### src/logic/fcm_pkg.sv
// constants, register map and types of the fail-safe clock monitor
package fcm_pkg;

  ////////////////////////////////////////////////////////////////////////////
  // bus geometry
  localparam int AXI_AW   = 32;              // axi address width
  localparam int AXI_DW   = 32;              // axi data width
  localparam logic [1:0] RESP_OKAY   = 2'h0; // normal answer
  localparam logic [1:0] RESP_SLVERR = 2'h2; // unmapped address

  ////////////////////////////////////////////////////////////////////////////
  // register indices and byte addresses
  localparam logic [15:0] CFG_WORD1_IDX = 16'h8007;  // configuration word 1 index
  localparam logic [15:0] CFG_WORD2_IDX = 16'h8008;  // configuration word 2 index
  localparam logic [AXI_AW-1:0] ADDR_CFG_WORD1 = {14'h0000, CFG_WORD1_IDX, 2'h0};
  localparam logic [AXI_AW-1:0] ADDR_CFG_WORD2 = {14'h0000, CFG_WORD2_IDX, 2'h0};
  localparam logic [AXI_AW-1:0] ADDR_OSC_CTRL  = 32'h00000000; // osc_control_reg
  localparam logic [AXI_AW-1:0] ADDR_IRQ_FLAGS = 32'h00000004; // periph_irq_flags_2
  localparam logic [AXI_AW-1:0] ADDR_IRQ_ENS   = 32'h00000008; // periph_irq_enables_2
  localparam logic [AXI_AW-1:0] ADDR_STATUS    = 32'h0000000c; // monitor status

  ////////////////////////////////////////////////////////////////////////////
  // field positions
  localparam int CFG_WIDTH      = 14; // configuration word width
  localparam int CFG_OSC_LSB    = 0;  // cfg_osc_select [2:0]
  localparam int CFG_MON_EN_BIT = 13; // monitor_enable_cfg
  localparam int OSC_SCS_LSB    = 0;  // clock_select_field [1:0]
  localparam int OSC_IFS_LSB    = 3;  // internal_freq_select [6:3]
  localparam int OSC_FAIL_BIT   = 0;  // osc_fail_flag / osc_fail_irq_enable
  localparam int ST_STATE_LSB   = 0;  // status: state code [2:0]
  localparam int ST_OST_BIT     = 3;  // status: start-up timer expired
  localparam int ST_INT_BIT     = 4;  // status: cpu clock on internal source

  ////////////////////////////////////////////////////////////////////////////
  // reset values
  localparam logic [CFG_WIDTH-1:0] CFG_WORD1_RST = 14'h3fff; // erased word
  localparam logic [CFG_WIDTH-1:0] CFG_WORD2_RST = 14'h3fff; // erased word
  localparam logic [3:0] IFS_RST = 4'h7;                      // internal freq select
  localparam logic [1:0] SCS_RST = 2'h0;                      // run from config clock

  ////////////////////////////////////////////////////////////////////////////
  // oscillator mode codes of cfg_osc_select and clock_select_field
  localparam logic [2:0] MODE_LOW_POWER_XTAL = 3'h0; // low_power_crystal_mode
  localparam logic [2:0] MODE_STD_XTAL       = 3'h1; // standard_crystal_mode
  localparam logic [2:0] MODE_HIGH_SPEED     = 3'h2; // high_speed_crystal_mode
  localparam logic [2:0] MODE_EXT_RC         = 3'h3; // ext_rc_mode
  localparam logic [2:0] MODE_INTERNAL       = 3'h4; // internal oscillator only
  localparam logic [2:0] MODE_EXT_LOW        = 3'h5; // ext_clock_low_mode
  localparam logic [2:0] MODE_EXT_MEDIUM     = 3'h6; // ext_clock_medium_mode
  localparam logic [2:0] MODE_EXT_HIGH       = 3'h7; // ext_clock_high_mode
  localparam logic [1:0] SCS_CONFIG          = 2'h0; // clock from configuration word
  localparam logic [1:0] SCS_SECONDARY       = 2'h1; // secondary_osc

  ////////////////////////////////////////////////////////////////////////////
  // timing counts
  localparam int FAIL_LF_CYCLES  = 64;   // low-freq ticks without an edge = failure
  localparam int OST_CYCLES      = 1024; // start-up timer length in monitored edges
  localparam int SYNC_STAGES     = 3;    // pin synchroniser depth

  // monitor states
  typedef enum logic [2:0] {
    FCM_RESET,      // first cycle after reset
    FCM_STARTUP,    // start-up timer running, cpu on internal clock
    FCM_RUN_EXT,    // cpu on external clock, monitor watching
    FCM_FAILSAFE,   // failure seen, cpu held on internal clock
    FCM_INTERNAL    // software chose the internal block
  } fcm_state_t;

endpackage

### src/logic/fcm_pin_sync.sv
// three-stage pin synchroniser with agreed level and falling/rising pulses
`timescale 1ns/1ns
module fcm_pin_sync
(
  input  wire logic ref_clk,  // system clock
  input  wire logic rstn,     // synchronous reset, active low
  input  wire logic pinIn,    // asynchronous pin
  output logic      level,    // filtered level
  output logic      rise,     // one-cycle pulse on agreed rise
  output logic      fall      // one-cycle pulse on agreed fall
);
  import fcm_pkg::*;

  logic [SYNC_STAGES-1:0] stage;       // shift chain, bit 0 first
  logic [SYNC_STAGES-1:0] next_stage;  // next chain value
  logic                   next_level;  // next filtered level

  ////////////////////////////////////////////////////////////////////////////
  // next values: level changes only when stages two and three agree
  always_comb
  begin
    next_stage = {stage[SYNC_STAGES-2:0], pinIn};
    next_level = level;
    if (stage[1] == stage[2])
    begin
      next_level = stage[2];
    end
  end

  // registers
  always_ff @(posedge ref_clk)
  begin
    if (!rstn)
    begin
      stage <= '0;
      level <= 1'b0;
    end
    else
    begin
      stage <= next_stage;
      level <= next_level;
    end
  end

  // edge pulses from the agreed level
  assign rise = next_level & ~level;
  assign fall = ~next_level & level;

endmodule

### src/logic/fcm_monitor.sv
// fail-safe clock monitor with axi4-lite register access
//
// Contract
// RQ1: config words at indices 8007h and 8008h
// RQ2: monitor works only when enable bit set
// RQ3: covers crystal, external clock, secondary modes
// RQ4: crystal needs timer expiry; external clock immediate
// RQ5: falling edges timed by low-freq oscillator
// RQ6: failure moves cpu internal, sets flag
// RQ7: internal source from frequency select field
// RQ8: interrupt when flag and enable set
// RQ9: stay internal until condition cleared
// RQ10: software clears crystal failure by sequence
// RQ11: select internal block resets start-up timer
// RQ12: software clears the fail flag
// RQ13: select config clock restarts start-up timer
// RQ14: timer expiry returns to external, clears
// RQ15: persisting failure sets flag again
// RQ16: external clock failure cleared by software
// RQ17: external clock returns without start-up delay
// RQ18: counter restarts per edge, fails at limit
//
// Implementation choices: the address map and the AXI4-Lite interface to the registers.
`timescale 1ns/1ns
module fcm_monitor
#(
  parameter int FAIL_TICKS = fcm_pkg::FAIL_LF_CYCLES,  // failure limit in low-freq ticks
  parameter int OST_EDGES  = fcm_pkg::OST_CYCLES       // start-up timer length
)
(
  input  wire logic                       ref_clk,        // system clock
  input  wire logic                       rstn,           // synchronous reset, active low
  input  wire logic                       extClkPin,      // monitored external clock
  input  wire logic                       lowFreqOscPin,  // low_freq_internal_osc time base
  input  wire logic [fcm_pkg::AXI_AW-1:0] s_axi_awaddr,   // write address
  input  wire logic                       s_axi_awvalid,  // write address valid
  output logic                            s_axi_awready,  // write address ready
  input  wire logic [fcm_pkg::AXI_DW-1:0] s_axi_wdata,    // write data
  input  wire logic [3:0]                 s_axi_wstrb,    // write byte lanes
  input  wire logic                       s_axi_wvalid,   // write data valid
  output logic                            s_axi_wready,   // write data ready
  output logic [1:0]                      s_axi_bresp,    // write response
  output logic                            s_axi_bvalid,   // write response valid
  input  wire logic                       s_axi_bready,   // write response ready
  input  wire logic [fcm_pkg::AXI_AW-1:0] s_axi_araddr,   // read address
  input  wire logic                       s_axi_arvalid,  // read address valid
  output logic                            s_axi_arready,  // read address ready
  output logic [fcm_pkg::AXI_DW-1:0]      s_axi_rdata,    // read data
  output logic [1:0]                      s_axi_rresp,    // read response
  output logic                            s_axi_rvalid,   // read data valid
  input  wire logic                       s_axi_rready,   // read data ready
  output logic                            cpuClkInternal, // 1: cpu runs on internal clock
  output logic [3:0]                      intFreqSel,     // chosen internal source
  output logic                            oscFailIrq      // level interrupt
);
  import fcm_pkg::*;

  ////////////////////////////////////////////////////////////////////////////
  // declarations
  logic                 extLevel;      // synchronised external clock
  logic                 extFall;       // falling edge of external clock
  logic                 lfRise;        // low-freq tick
  logic [CFG_WIDTH-1:0] cfgWord1;      // configuration word 1
  logic [CFG_WIDTH-1:0] cfgWord2;      // configuration word 2
  logic [1:0]           clockSelect;   // clock_select_field
  logic [3:0]           freqSelect;    // internal_freq_select
  logic                 oscFailFlag;   // osc_fail_flag, sticky
  logic                 oscFailEn;     // osc_fail_irq_enable
  logic                 bValid;        // write answer pending
  logic [1:0]           bResp;         // write answer code
  logic                 rValid;        // read answer pending
  logic [1:0]           rResp;         // read answer code
  logic [AXI_DW-1:0]    rData;         // read answer data
  logic [CFG_WIDTH-1:0] next_cfgWord1, next_cfgWord2;
  logic [1:0]           next_clockSelect;
  logic [3:0]           next_freqSelect;
  logic                 next_oscFailFlag, next_oscFailEn;
  logic                 next_bValid, next_rValid;
  logic [1:0]           next_bResp, next_rResp;
  logic [AXI_DW-1:0]    next_rData;
  logic                 wrFire;        // write taken this cycle
  logic                 rdFire;        // read taken this cycle
  logic                 failEvent;     // hardware sets the fail flag
  fcm_state_t           state, next_state;
  logic [15:0]          lfCount, next_lfCount;   // ticks since last edge
  logic [15:0]          ostCount, next_ostCount; // start-up edges counted
  logic                 ostDone, next_ostDone;   // start-up timer expired
  logic                 failSeen;      // counter at its limit
  logic                 retrying;      // start-up after a failure
  logic                 next_retrying;
  logic [2:0]           oscMode;       // cfg_osc_select
  logic                 monitorEn;     // monitor_enable_cfg
  logic                 needsOst;      // source is a crystal

  // merge a write into a register under byte lanes
  function automatic logic [AXI_DW-1:0] merge(input logic [AXI_DW-1:0] old,
                                               input logic [AXI_DW-1:0] data,
                                               input logic [3:0]        strb);
    logic [AXI_DW-1:0] res;
    res = old;
    for (int i = 0; i < 4; i++)
    begin
      if (strb[i])
      begin
        res[i*8 +: 8] = data[i*8 +: 8];
      end
    end
    return res;
  endfunction

  // true for the crystal-type sources that need the start-up timer
  function automatic logic isCrystal(input logic [2:0] mode, input logic [1:0] clock_select_field);
    return (clock_select_field == SCS_SECONDARY) || (mode == MODE_LOW_POWER_XTAL) ||
           (mode == MODE_STD_XTAL) || (mode == MODE_HIGH_SPEED);
  endfunction

  ////////////////////////////////////////////////////////////////////////////
  // pin synchronisers
  fcm_pin_sync u_extSync
  (
    .ref_clk (ref_clk),
    .rstn    (rstn),
    .pinIn   (extClkPin),
    .level   (extLevel),
    .rise    (),
    .fall    (extFall)
  );

  fcm_pin_sync u_lfSync
  (
    .ref_clk (ref_clk),
    .rstn    (rstn),
    .pinIn   (lowFreqOscPin),
    .level   (),
    .rise    (lfRise),
    .fall    ()
  );

  ////////////////////////////////////////////////////////////////////////////
  // bus handshakes: address and data taken together, one answer at a time
  assign wrFire        = s_axi_awvalid & s_axi_wvalid & ~bValid;
  assign rdFire        = s_axi_arvalid & ~rValid;
  assign s_axi_awready = wrFire;
  assign s_axi_wready  = wrFire;
  assign s_axi_arready = ~rValid;
  assign s_axi_bvalid  = bValid;
  assign s_axi_bresp   = bResp;
  assign s_axi_rvalid  = rValid;
  assign s_axi_rresp   = rResp;
  assign s_axi_rdata   = rData;

  assign oscMode   = cfgWord1[CFG_OSC_LSB +: 3];
  assign monitorEn = cfgWord1[CFG_MON_EN_BIT];
  assign needsOst  = isCrystal(oscMode, clockSelect);                  // [RQ3] [RQ4]

  ////////////////////////////////////////////////////////////////////////////
  // register file next values
  always_comb
  begin
    logic [AXI_DW-1:0] wv;
    wv               = '0;
    next_cfgWord1    = cfgWord1;
    next_cfgWord2    = cfgWord2;
    next_clockSelect = clockSelect;
    next_freqSelect  = freqSelect;
    next_oscFailFlag = oscFailFlag;
    next_oscFailEn   = oscFailEn;
    next_bValid      = bValid & ~s_axi_bready;
    next_bResp       = bResp;
    next_rValid      = rValid & ~s_axi_rready;
    next_rResp       = rResp;
    next_rData       = rData;
    // writes
    if (wrFire)
    begin
      next_bValid = 1'b1;
      next_bResp  = RESP_OKAY;
      unique case (s_axi_awaddr)
        ADDR_CFG_WORD1:                                                 // [RQ1]
        begin
          wv            = merge({18'h00000, cfgWord1}, s_axi_wdata, s_axi_wstrb);
          next_cfgWord1 = wv[CFG_WIDTH-1:0];
        end
        ADDR_CFG_WORD2:                                                 // [RQ1]
        begin
          wv            = merge({18'h00000, cfgWord2}, s_axi_wdata, s_axi_wstrb);
          next_cfgWord2 = wv[CFG_WIDTH-1:0];
        end
        ADDR_OSC_CTRL:
        begin
          wv = merge({25'h0000000, freqSelect, 1'b0, clockSelect}, s_axi_wdata,
                     s_axi_wstrb);
          next_clockSelect = wv[OSC_SCS_LSB +: 2];
          next_freqSelect  = wv[OSC_IFS_LSB +: 4];                      // [RQ7]
        end
        ADDR_IRQ_FLAGS:
        begin
          // write one clears
          if (s_axi_wstrb[0] && s_axi_wdata[OSC_FAIL_BIT])
          begin
            next_oscFailFlag = 1'b0;                                    // [RQ12] [RQ16]
          end
        end
        ADDR_IRQ_ENS:
        begin
          if (s_axi_wstrb[0])
          begin
            next_oscFailEn = s_axi_wdata[OSC_FAIL_BIT];
          end
        end
        ADDR_STATUS: ;                                                  // read only
        default: next_bResp = RESP_SLVERR;
      endcase
    end
    // hardware set wins over a clear in the same cycle
    if (failEvent)
    begin
      next_oscFailFlag = 1'b1;                                          // [RQ6] [RQ15]
    end
    // reads
    if (rdFire)
    begin
      next_rValid = 1'b1;
      next_rResp  = RESP_OKAY;
      next_rData  = '0;
      unique case (s_axi_araddr)
        ADDR_CFG_WORD1: next_rData = {18'h00000, cfgWord1};
        ADDR_CFG_WORD2: next_rData = {18'h00000, cfgWord2};
        ADDR_OSC_CTRL:  next_rData = {25'h0000000, freqSelect, 1'b0, clockSelect};
        ADDR_IRQ_FLAGS: next_rData = {31'h00000000, oscFailFlag};
        ADDR_IRQ_ENS:   next_rData = {31'h00000000, oscFailEn};
        ADDR_STATUS:
        begin
          next_rData[ST_STATE_LSB +: 3] = state;
          next_rData[ST_OST_BIT]        = ostDone;
          next_rData[ST_INT_BIT]        = cpuClkInternal;
        end
        default: next_rResp = RESP_SLVERR;
      endcase
    end
  end

  // register file flip-flops
  always_ff @(posedge ref_clk)
  begin
    if (!rstn)
    begin
      cfgWord1    <= CFG_WORD1_RST;
      cfgWord2    <= CFG_WORD2_RST;
      clockSelect <= SCS_RST;
      freqSelect  <= IFS_RST;
      oscFailFlag <= 1'b0;
      oscFailEn   <= 1'b0;
      bValid      <= 1'b0;
      bResp       <= RESP_OKAY;
      rValid      <= 1'b0;
      rResp       <= RESP_OKAY;
      rData       <= '0;
    end
    else
    begin
      cfgWord1    <= next_cfgWord1;
      cfgWord2    <= next_cfgWord2;
      clockSelect <= next_clockSelect;
      freqSelect  <= next_freqSelect;
      oscFailFlag <= next_oscFailFlag;
      oscFailEn   <= next_oscFailEn;
      bValid      <= next_bValid;
      bResp       <= next_bResp;
      rValid      <= next_rValid;
      rResp       <= next_rResp;
      rData       <= next_rData;
    end
  end

  ////////////////////////////////////////////////////////////////////////////
  // monitor state machine and counters
  assign failSeen = (lfCount >= 16'(FAIL_TICKS));                       // [RQ18]

  always_comb
  begin
    next_state    = state;
    next_lfCount  = lfCount;
    next_ostCount = ostCount;
    next_ostDone  = ostDone;
    next_retrying = retrying;
    failEvent     = 1'b0;
    // edge watchdog: restart on each falling edge, count low-freq ticks
    if (extFall)
    begin
      next_lfCount = '0;                                                // [RQ5] [RQ18]
    end
    else if (lfRise && !failSeen)
    begin
      next_lfCount = lfCount + 16'h0001;                                // [RQ5]
    end
    unique case (state)
      FCM_RESET:
      begin
        next_ostCount = '0;
        next_ostDone  = 1'b0;
        next_lfCount  = '0;
        if (clockSelect[1])
          next_state = FCM_INTERNAL;
        else if (needsOst || oscMode == MODE_INTERNAL)
          next_state = FCM_STARTUP;                                     // [RQ4]
        else
          next_state = FCM_RUN_EXT;                                     // [RQ4]
      end
      FCM_STARTUP:
      begin
        if (clockSelect[1])
        begin
          next_state    = FCM_INTERNAL;                                 // [RQ11]
          next_ostCount = '0;                                           // [RQ11]
        end
        else if (ostCount >= 16'(OST_EDGES) || !needsOst)
        begin
          next_state    = FCM_RUN_EXT;                                  // [RQ14]
          next_ostDone  = 1'b1;
          next_retrying = 1'b0;                                         // [RQ14]
          next_lfCount  = '0;
        end
        else if (retrying && monitorEn && failSeen)
        begin
          next_state = FCM_FAILSAFE;                                    // [RQ15]
          failEvent  = 1'b1;                                            // [RQ15]
        end
        else if (extFall)
        begin
          next_ostCount = ostCount + 16'h0001;                          // [RQ13]
        end
      end
      FCM_RUN_EXT:
      begin
        if (clockSelect[1])
          next_state = FCM_INTERNAL;
        else if (monitorEn && oscMode != MODE_INTERNAL && failSeen)     // [RQ2] [RQ3]
        begin
          next_state    = FCM_FAILSAFE;                                 // [RQ6]
          failEvent     = 1'b1;                                         // [RQ6]
          next_retrying = 1'b1;
        end
      end
      FCM_FAILSAFE:
      begin
        // held on internal clock until software picks the internal block
        if (clockSelect[1])
        begin
          next_state    = FCM_INTERNAL;                                 // [RQ9] [RQ11]
          next_ostCount = '0;                                           // [RQ11]
          next_ostDone  = 1'b0;
        end
      end
      FCM_INTERNAL:
      begin
        next_ostCount = '0;                                             // [RQ11]
        next_ostDone  = 1'b0;
        if (!clockSelect[1])
        begin
          next_lfCount = '0;
          if (needsOst)
            next_state = FCM_STARTUP;                                   // [RQ13]
          else
          begin
            next_state    = FCM_RUN_EXT;                                // [RQ17]
            next_ostDone  = 1'b1;
            next_retrying = 1'b0;
          end
        end
      end
    endcase
  end

  // monitor flip-flops
  always_ff @(posedge ref_clk)
  begin
    if (!rstn)
    begin
      state    <= FCM_RESET;
      lfCount  <= '0;
      ostCount <= '0;
      ostDone  <= 1'b0;
      retrying <= 1'b0;
    end
    else
    begin
      state    <= next_state;
      lfCount  <= next_lfCount;
      ostCount <= next_ostCount;
      ostDone  <= next_ostDone;
      retrying <= next_retrying;
    end
  end

  ////////////////////////////////////////////////////////////////////////////
  // outputs: cpu on internal clock everywhere except healthy external run
  assign cpuClkInternal = (state != FCM_RUN_EXT) || (oscMode == MODE_INTERNAL); // [RQ6] [RQ9]
  assign intFreqSel     = freqSelect;                                   // [RQ7]
  assign oscFailIrq     = oscFailFlag & oscFailEn;                      // [RQ8]

endmodule

### config.mk
export PLATFORM = sky130hd
export DESIGN_NAME = fcm_monitor
export DESIGN_NICKNAME = d
export VERILOG_FILES = /design/src/logic/fcm_pkg.sv /design/src/logic/fcm_pin_sync.sv /design/src/logic/fcm_monitor.sv
export SDC_FILE = /design/constraint.sdc
export NUM_CORES = 1
export LEC_CHECK = 0
export BUFFER_PORTS_ARGS = -buffer_cell sky130_fd_sc_hd__buf_2
export CORE_MARGIN = 5
export CORE_UTILIZATION = 35
export CTS_BUF_LIST = sky130_fd_sc_hd__clkbuf_4 sky130_fd_sc_hd__clkbuf_8
export DETAILED_ROUTE_END_ITERATION = 8
export GPL_TIMING_DRIVEN = 0
export MAX_ROUTING_LAYER = met4
export PLACE_DENSITY = 0.64
export SLEW_MARGIN = 5
export SYNTH_ARGS = -nofsm -noshare
export SYNTH_HDL_FRONTEND = slang
export SYNTH_SLANG_ARGS = --single-unit
### constraint.sdc
create_clock -name ref_clk -period 3.7 [get_ports ref_clk]
set_input_delay 0.185 -clock ref_clk [delete_from_list [all_inputs] [get_ports ref_clk]]
set_output_delay 0.185 -clock ref_clk [all_outputs]
set_load 0.01 [all_outputs]
# Yosys cells after proc, flatten, opt, wreduce, memory -nomap -nowiden
# Index checks and enable logic that the tools add are counted.
# op_classes
n_addsub,2
mux,54
n_bitwise,14
n_lt_le_gt_ge,2
eq_ne,34
n_reduce_logical,38
# ops
cell,count
$mux 16,10
$eq 32x18->1 const B,4
$eq 32x4->1 const B,4
$pmux 16 s3,2
$eq 32x3->1 const B,2
$logic_not 32->1,2
$add 16x1->16 const B,2
$pmux 5 s6,1
$pmux 9 s3,1
$mux 1,24
$mux 3,8
$reduce_and 3->1,7
$ge 16x11->1 const B,1
$ge 16x7->1 const B,1
$ne 3x3->1 const B,5
$pmux 3 s5,1
$ne 2x2->1 const B,7
$reduce_or 6->1,2
$eq 3x2->1 const B,3
$and 1x1->1,8
$mux 2,4
$reduce_and 4->1,2
$reduce_and 7->1,1
$eq 3x1->1 const B,2
18 further kinds,40
# word_totals
in_bits,109
wordCells,166
ff_bits,119
out_inout_bits,47

# Logic depth before layout (Yosys ltp)
# depth
word_depth,11
ltp_mapped,7
depth_no_buf,6

# By module
# Synthesis repeated with hierarchy kept, for this count alone.
# hier_totals
cells_unflattened,557
area_unflattened_um2,4977.3
# modules_own_cells
module,area_each_um2,cells_per_inst,instances,seq_area_each_um2
fcm_monitor,4714.5,531,1,1821.7
fcm_pin_sync,131.4,13,2,80.1

# Worst setup path before layout
# No wires, ideal clock.
# synth_path
kind,register to register
startpoint,register lfCount[8]
endpoint,register ostCount[2]
path_stages_with_launch,7
period_less_slack_ps,2238
required_ps,3613
path_slack_ps,1462
n_path_buf,1
arrival_ps,2151
setup_time_ps,87
path_cell_list,dfxtp_1 or4_4 o311a_1 or3_1 or3_1 buf_6 o31ai_1
# synth_via
elab_chain_len,4
# synth_lines
element,line,rtl
start: declaration,fcm_monitor.sv:85,"logic [15:0] lfCount, next_lfCount;"
start signal: assignment,fcm_monitor.sv:389,lfCount <= next_lfCount;
$ge 16x7->1,fcm_monitor.sv:278,assign failSeen = (lfCount >= 16'(FAIL_TICKS));
$logic_and 1x1->1,fcm_monitor.sv:324,else if (retrying && monitorEn && failSeen)
$ne 3x3->1 (no source line),-,
$reduce_and 5->1 (no source line),-,
end signal: assignment,fcm_monitor.sv:390,ostCount <= next_ostCount;
end: declaration,fcm_monitor.sv:86,"logic [15:0] ostCount, next_ostCount;"
# Every way passes these cells.
# A chain may end at the register's enable or synchronous reset.

# Worst setup path in the final report
# layout_path
startpoint,register bValid (netlist: s_axi_bvalid)
endpoint,register freqSelect[0] (netlist: intFreqSel[0])
# layout_via
elab_chain_len,3
# layout_lines
element,line,rtl
start: declaration,fcm_monitor.sv:69,logic bValid;
start signal: assignment,fcm_monitor.sv:268,bValid <= next_bValid;
$not 1->1,fcm_monitor.sv:141,assign wrFire = s_axi_awvalid & s_axi_wvalid & ~bValid;
$and 1x1->1,fcm_monitor.sv:141,
$reduce_and 3->1 (no source line),-,
end signal: assignment,fcm_monitor.sv:265,freqSelect <= next_freqSelect;
end: declaration,fcm_monitor.sv:66,logic [3:0] freqSelect;
# Every way passes these cells.

==> impl_metrics.tcl <==
set metrics [dict create \
    synthMuxAreaShare 0.0844 \
    cp.arrival_ps 2830 \
    synth_fa_ha_area_frac 0.0108 \
    post-route-util 0.437 \
    relSlewSlack 0.243 \
    synth-xor-area-share 0.0132 \
    timing.final.crit_share 0.699 \
    cp-start-kind "register" \
    ir_drop_mv 0.148 \
    ys_types 65 \
    io_buffer_count 112 \
    clk_path_buf_depth 2 \
    yosys.area_share.simple 0.223 \
    dieArea_um2 15700 \
    post-route-min-period_ps 2590 \
    slew_violations 0 \
    synth_top_cell_by_area "dfxtp_1" \
    leakagePower_nw 2.31 \
    outcome "finished clean" \
    crit_type "register to register" \
    ff2ff_setup_slack_ps 1110 \
    rsz0062_at_grt "false" \
    coreArea_um2 13100 \
    fin_cells 842 \
    synth_compound_area_frac 0.176 \
    grt_pass1_wl_um 21000 \
    dr.pass1.iters 5 \
    clock.fmax_ghz 0.387 \
    clkSinkCount 99 \
    hold_viol_final 0 \
    drc 0 \
    skew_ps 16.8 \
    yosys-top-cells-area "dfxtp_1, mux2i_1, nand2_1" \
    synth_seq_cells 99 \
    track_usage 0.167 \
    async_flop_share 0 \
    cts_setup_buffers 0 \
    die_h_um 125 \
    synthFlopType "dfxtp_1" \
    synth_top_family_by_area "simple AND/OR/NAND/NOR gates" \
    h-tree-depth 3 \
    yosys.cell_count.top_type "dfxtp_1" \
    worstMarginPinSlew_ps 1130 \
    endpoint_kind "register" \
    ioPinCount 156 \
    power_w 0.00210 \
    grt_overflow 0 \
    post-synth-top-area-fraction 0.426 \
    yosys-top-cells-count "dfxtp_1, nand2_1, mux2i_1, nor2_1" \
    place_inst 823 \
    holdWs_ps 33.0 \
    n_antenna_cell 0 \
    grt_pass1_vias 4169 \
    setup_viol 0 \
    clkTransAtPathRegs_ps 110 \
    drtAntennaViolNets 0 \
    hold_class "input pin to register" \
    area_growth_syn_to_layout_pct 23.3 \
    num-nets-final 774 \
    worstPathMaxFanout 9 \
    rows 42 \
    start_util 0.354 \
    antenna_found_initial 0 \
    drt_wl_total_um 12900 \
    hpwl_um 9940 \
    cts_buffers 9 \
    clk-insertion-delay-late_ps 380 \
    synth_cells 516 \
    synth_edf_count 0 \
    die_w_um 125 \
    cts_tree "done" \
    vias_per_cell 5.09 \
    drive_above_1_share 0.246 \
    n_fill_cell 1273 \
    vias 4288 \
    power_density_nw_per_um2 367 \
    drt_iter0_markers 248 \
    synth.avg_cell_area_um2 9.02 \
    setup_tns_ps 0 \
    synth-seq-area-share 0.426 \
    routedWlPerCell_um 15.3 \
    cap_violations 0 \
    cts_root_buffer "clkbuf_8" \
    syn-cell-area_um2 4650 \
    yosysWarningCount 0 \
    grt_max_degree 19 \
    critPathRequiredTime_ps 3940 \
    gp_congestion 0.963 \
]
==> report_power, final <==
group          internal (W)  switching, W
sequential          0.00108     0.0000116
combinational      0.000133      0.000198
clock              0.000276      0.000407
total               0.00149      0.000616
==> critical path: stages, from the launching register on <==
cell	delay [ps]
dfxtp_1	340
and3b_1	210
clkbuf_1	290
nand4_1	290
nor4_2	980
mux2i_1	280
nand2_1	70
==> registers in the layout, indices dropped and copies added, names as in the netlist <==
register / count
cfgWord1: 14
clockSelect: 2
s_axi_rdata: 14
retrying: 1
intFreqSel: 4
s_axi_rresp: 1
ostCount: 16
oscFailFlag: 1
state: 3
lfCount: 16
u_lfSync.stage: 3
oscFailEn: 1
s_axi_bvalid: 1
u_extSync.stage: 3
s_axi_bresp: 1
cfgWord2: 14
u_extSync.level: 1
u_lfSync.level: 1
ostDone: 1
s_axi_rvalid: 1
==> final timing paths <==
kind                      start                  to  cells after the start
max                s_axi_bvalid       intFreqSel[0]                      6
max reg2reg        s_axi_bvalid       intFreqSel[0]                      6
min             s_axi_wdata[11]        cfgWord2[11]                      3
min reg2reg  u_extSync.stage[0]  u_extSync.stage[1]                      1
==> cell type report <==
class | instances | area, µm² | share of cell area
clock inverter | 6 | 53.8 | 0.00938
sequential | 99 | 1980 | 0.345
multi-input combinational | 376 | 2440 | 0.426
inverter | 16 | 60.1 | 0.0105
clock buffer | 10 | 138 | 0.0240
timing repair buffer | 115 | 591 | 0.103
tap | 176 | 220 | 0.0384
buffer | 44 | 251 | 0.0438
==> per-stage QoR <==
step	setup slack, ps	instance area [µm²]
after detailed placement	971	5510
after floorplan	1460	4730
after global placement	1050	5510
final	1110	5740
after global routing	917	5740
after CTS	1070	5730
==> kinds of logic (layout without fill, tap and decap cells) <==
| logic type | Yosys count | count (layout) |
|---|---|---|
| XOR/XNOR | 7 | 7 |
| AND/OR/NAND/NOR | 194 | 194 |
| flip-flops | 99 | 99 |
| AO/OA/AOI/OAI | 113 | 113 |
| adder cells (fa/ha/maj) | 4 | 4 |
| buffers and inverters | 60 | 191 |
| multiplexers | 38 | 38 |
| other | 1 | 20 |
==> repair_timing <==
item	4_1_cts	5_1_grt
resized for setup	0	0
hold buffers	3	0
hold endpoints to repair	3	0
==> cells in the final DEF, fill, tap and decap left out, drive strengths merged, types with 3 or more instances in the layout <==
master | Yosys | routed
nor4 | 18 | 18
nand3 | 11 | 11
a21o | 3 | 3
or4 | 3 | 3
a31oi | 5 | 5
inv | 15 | 19
xor2 | 5 | 5
ha | 4 | 4
and2 | 24 | 24
dfxtp | 99 | 99
a211oi | 5 | 5
nor3 | 9 | 9
nand2b | 4 | 4
a22o | 24 | 24
nand4 | 8 | 8
nand2 | 56 | 56
nor2 | 34 | 34
dlygate4sd3 | 0 | 3
a22oi | 4 | 4
clkbuf | 21 | 31
o211ai | 5 | 5
buf | 23 | 135
conb | 1 | 20
o31ai | 10 | 10
nor2b | 3 | 3
mux2i | 37 | 37
and3 | 7 | 7
or3 | 4 | 4
a21oi | 12 | 12
o21ai | 21 | 21
==> per-layer routing <==
metal,GRT usage,vias up,share of wire
met3,0.0499,18,0.066
li1,-,2123,-
met4,0.0523,0,0.016
met1,0.193,1986,0.43
met2,0.278,161,0.49
met5,-,-,0
Note: power is estimated with default switching activity, not from simulation.
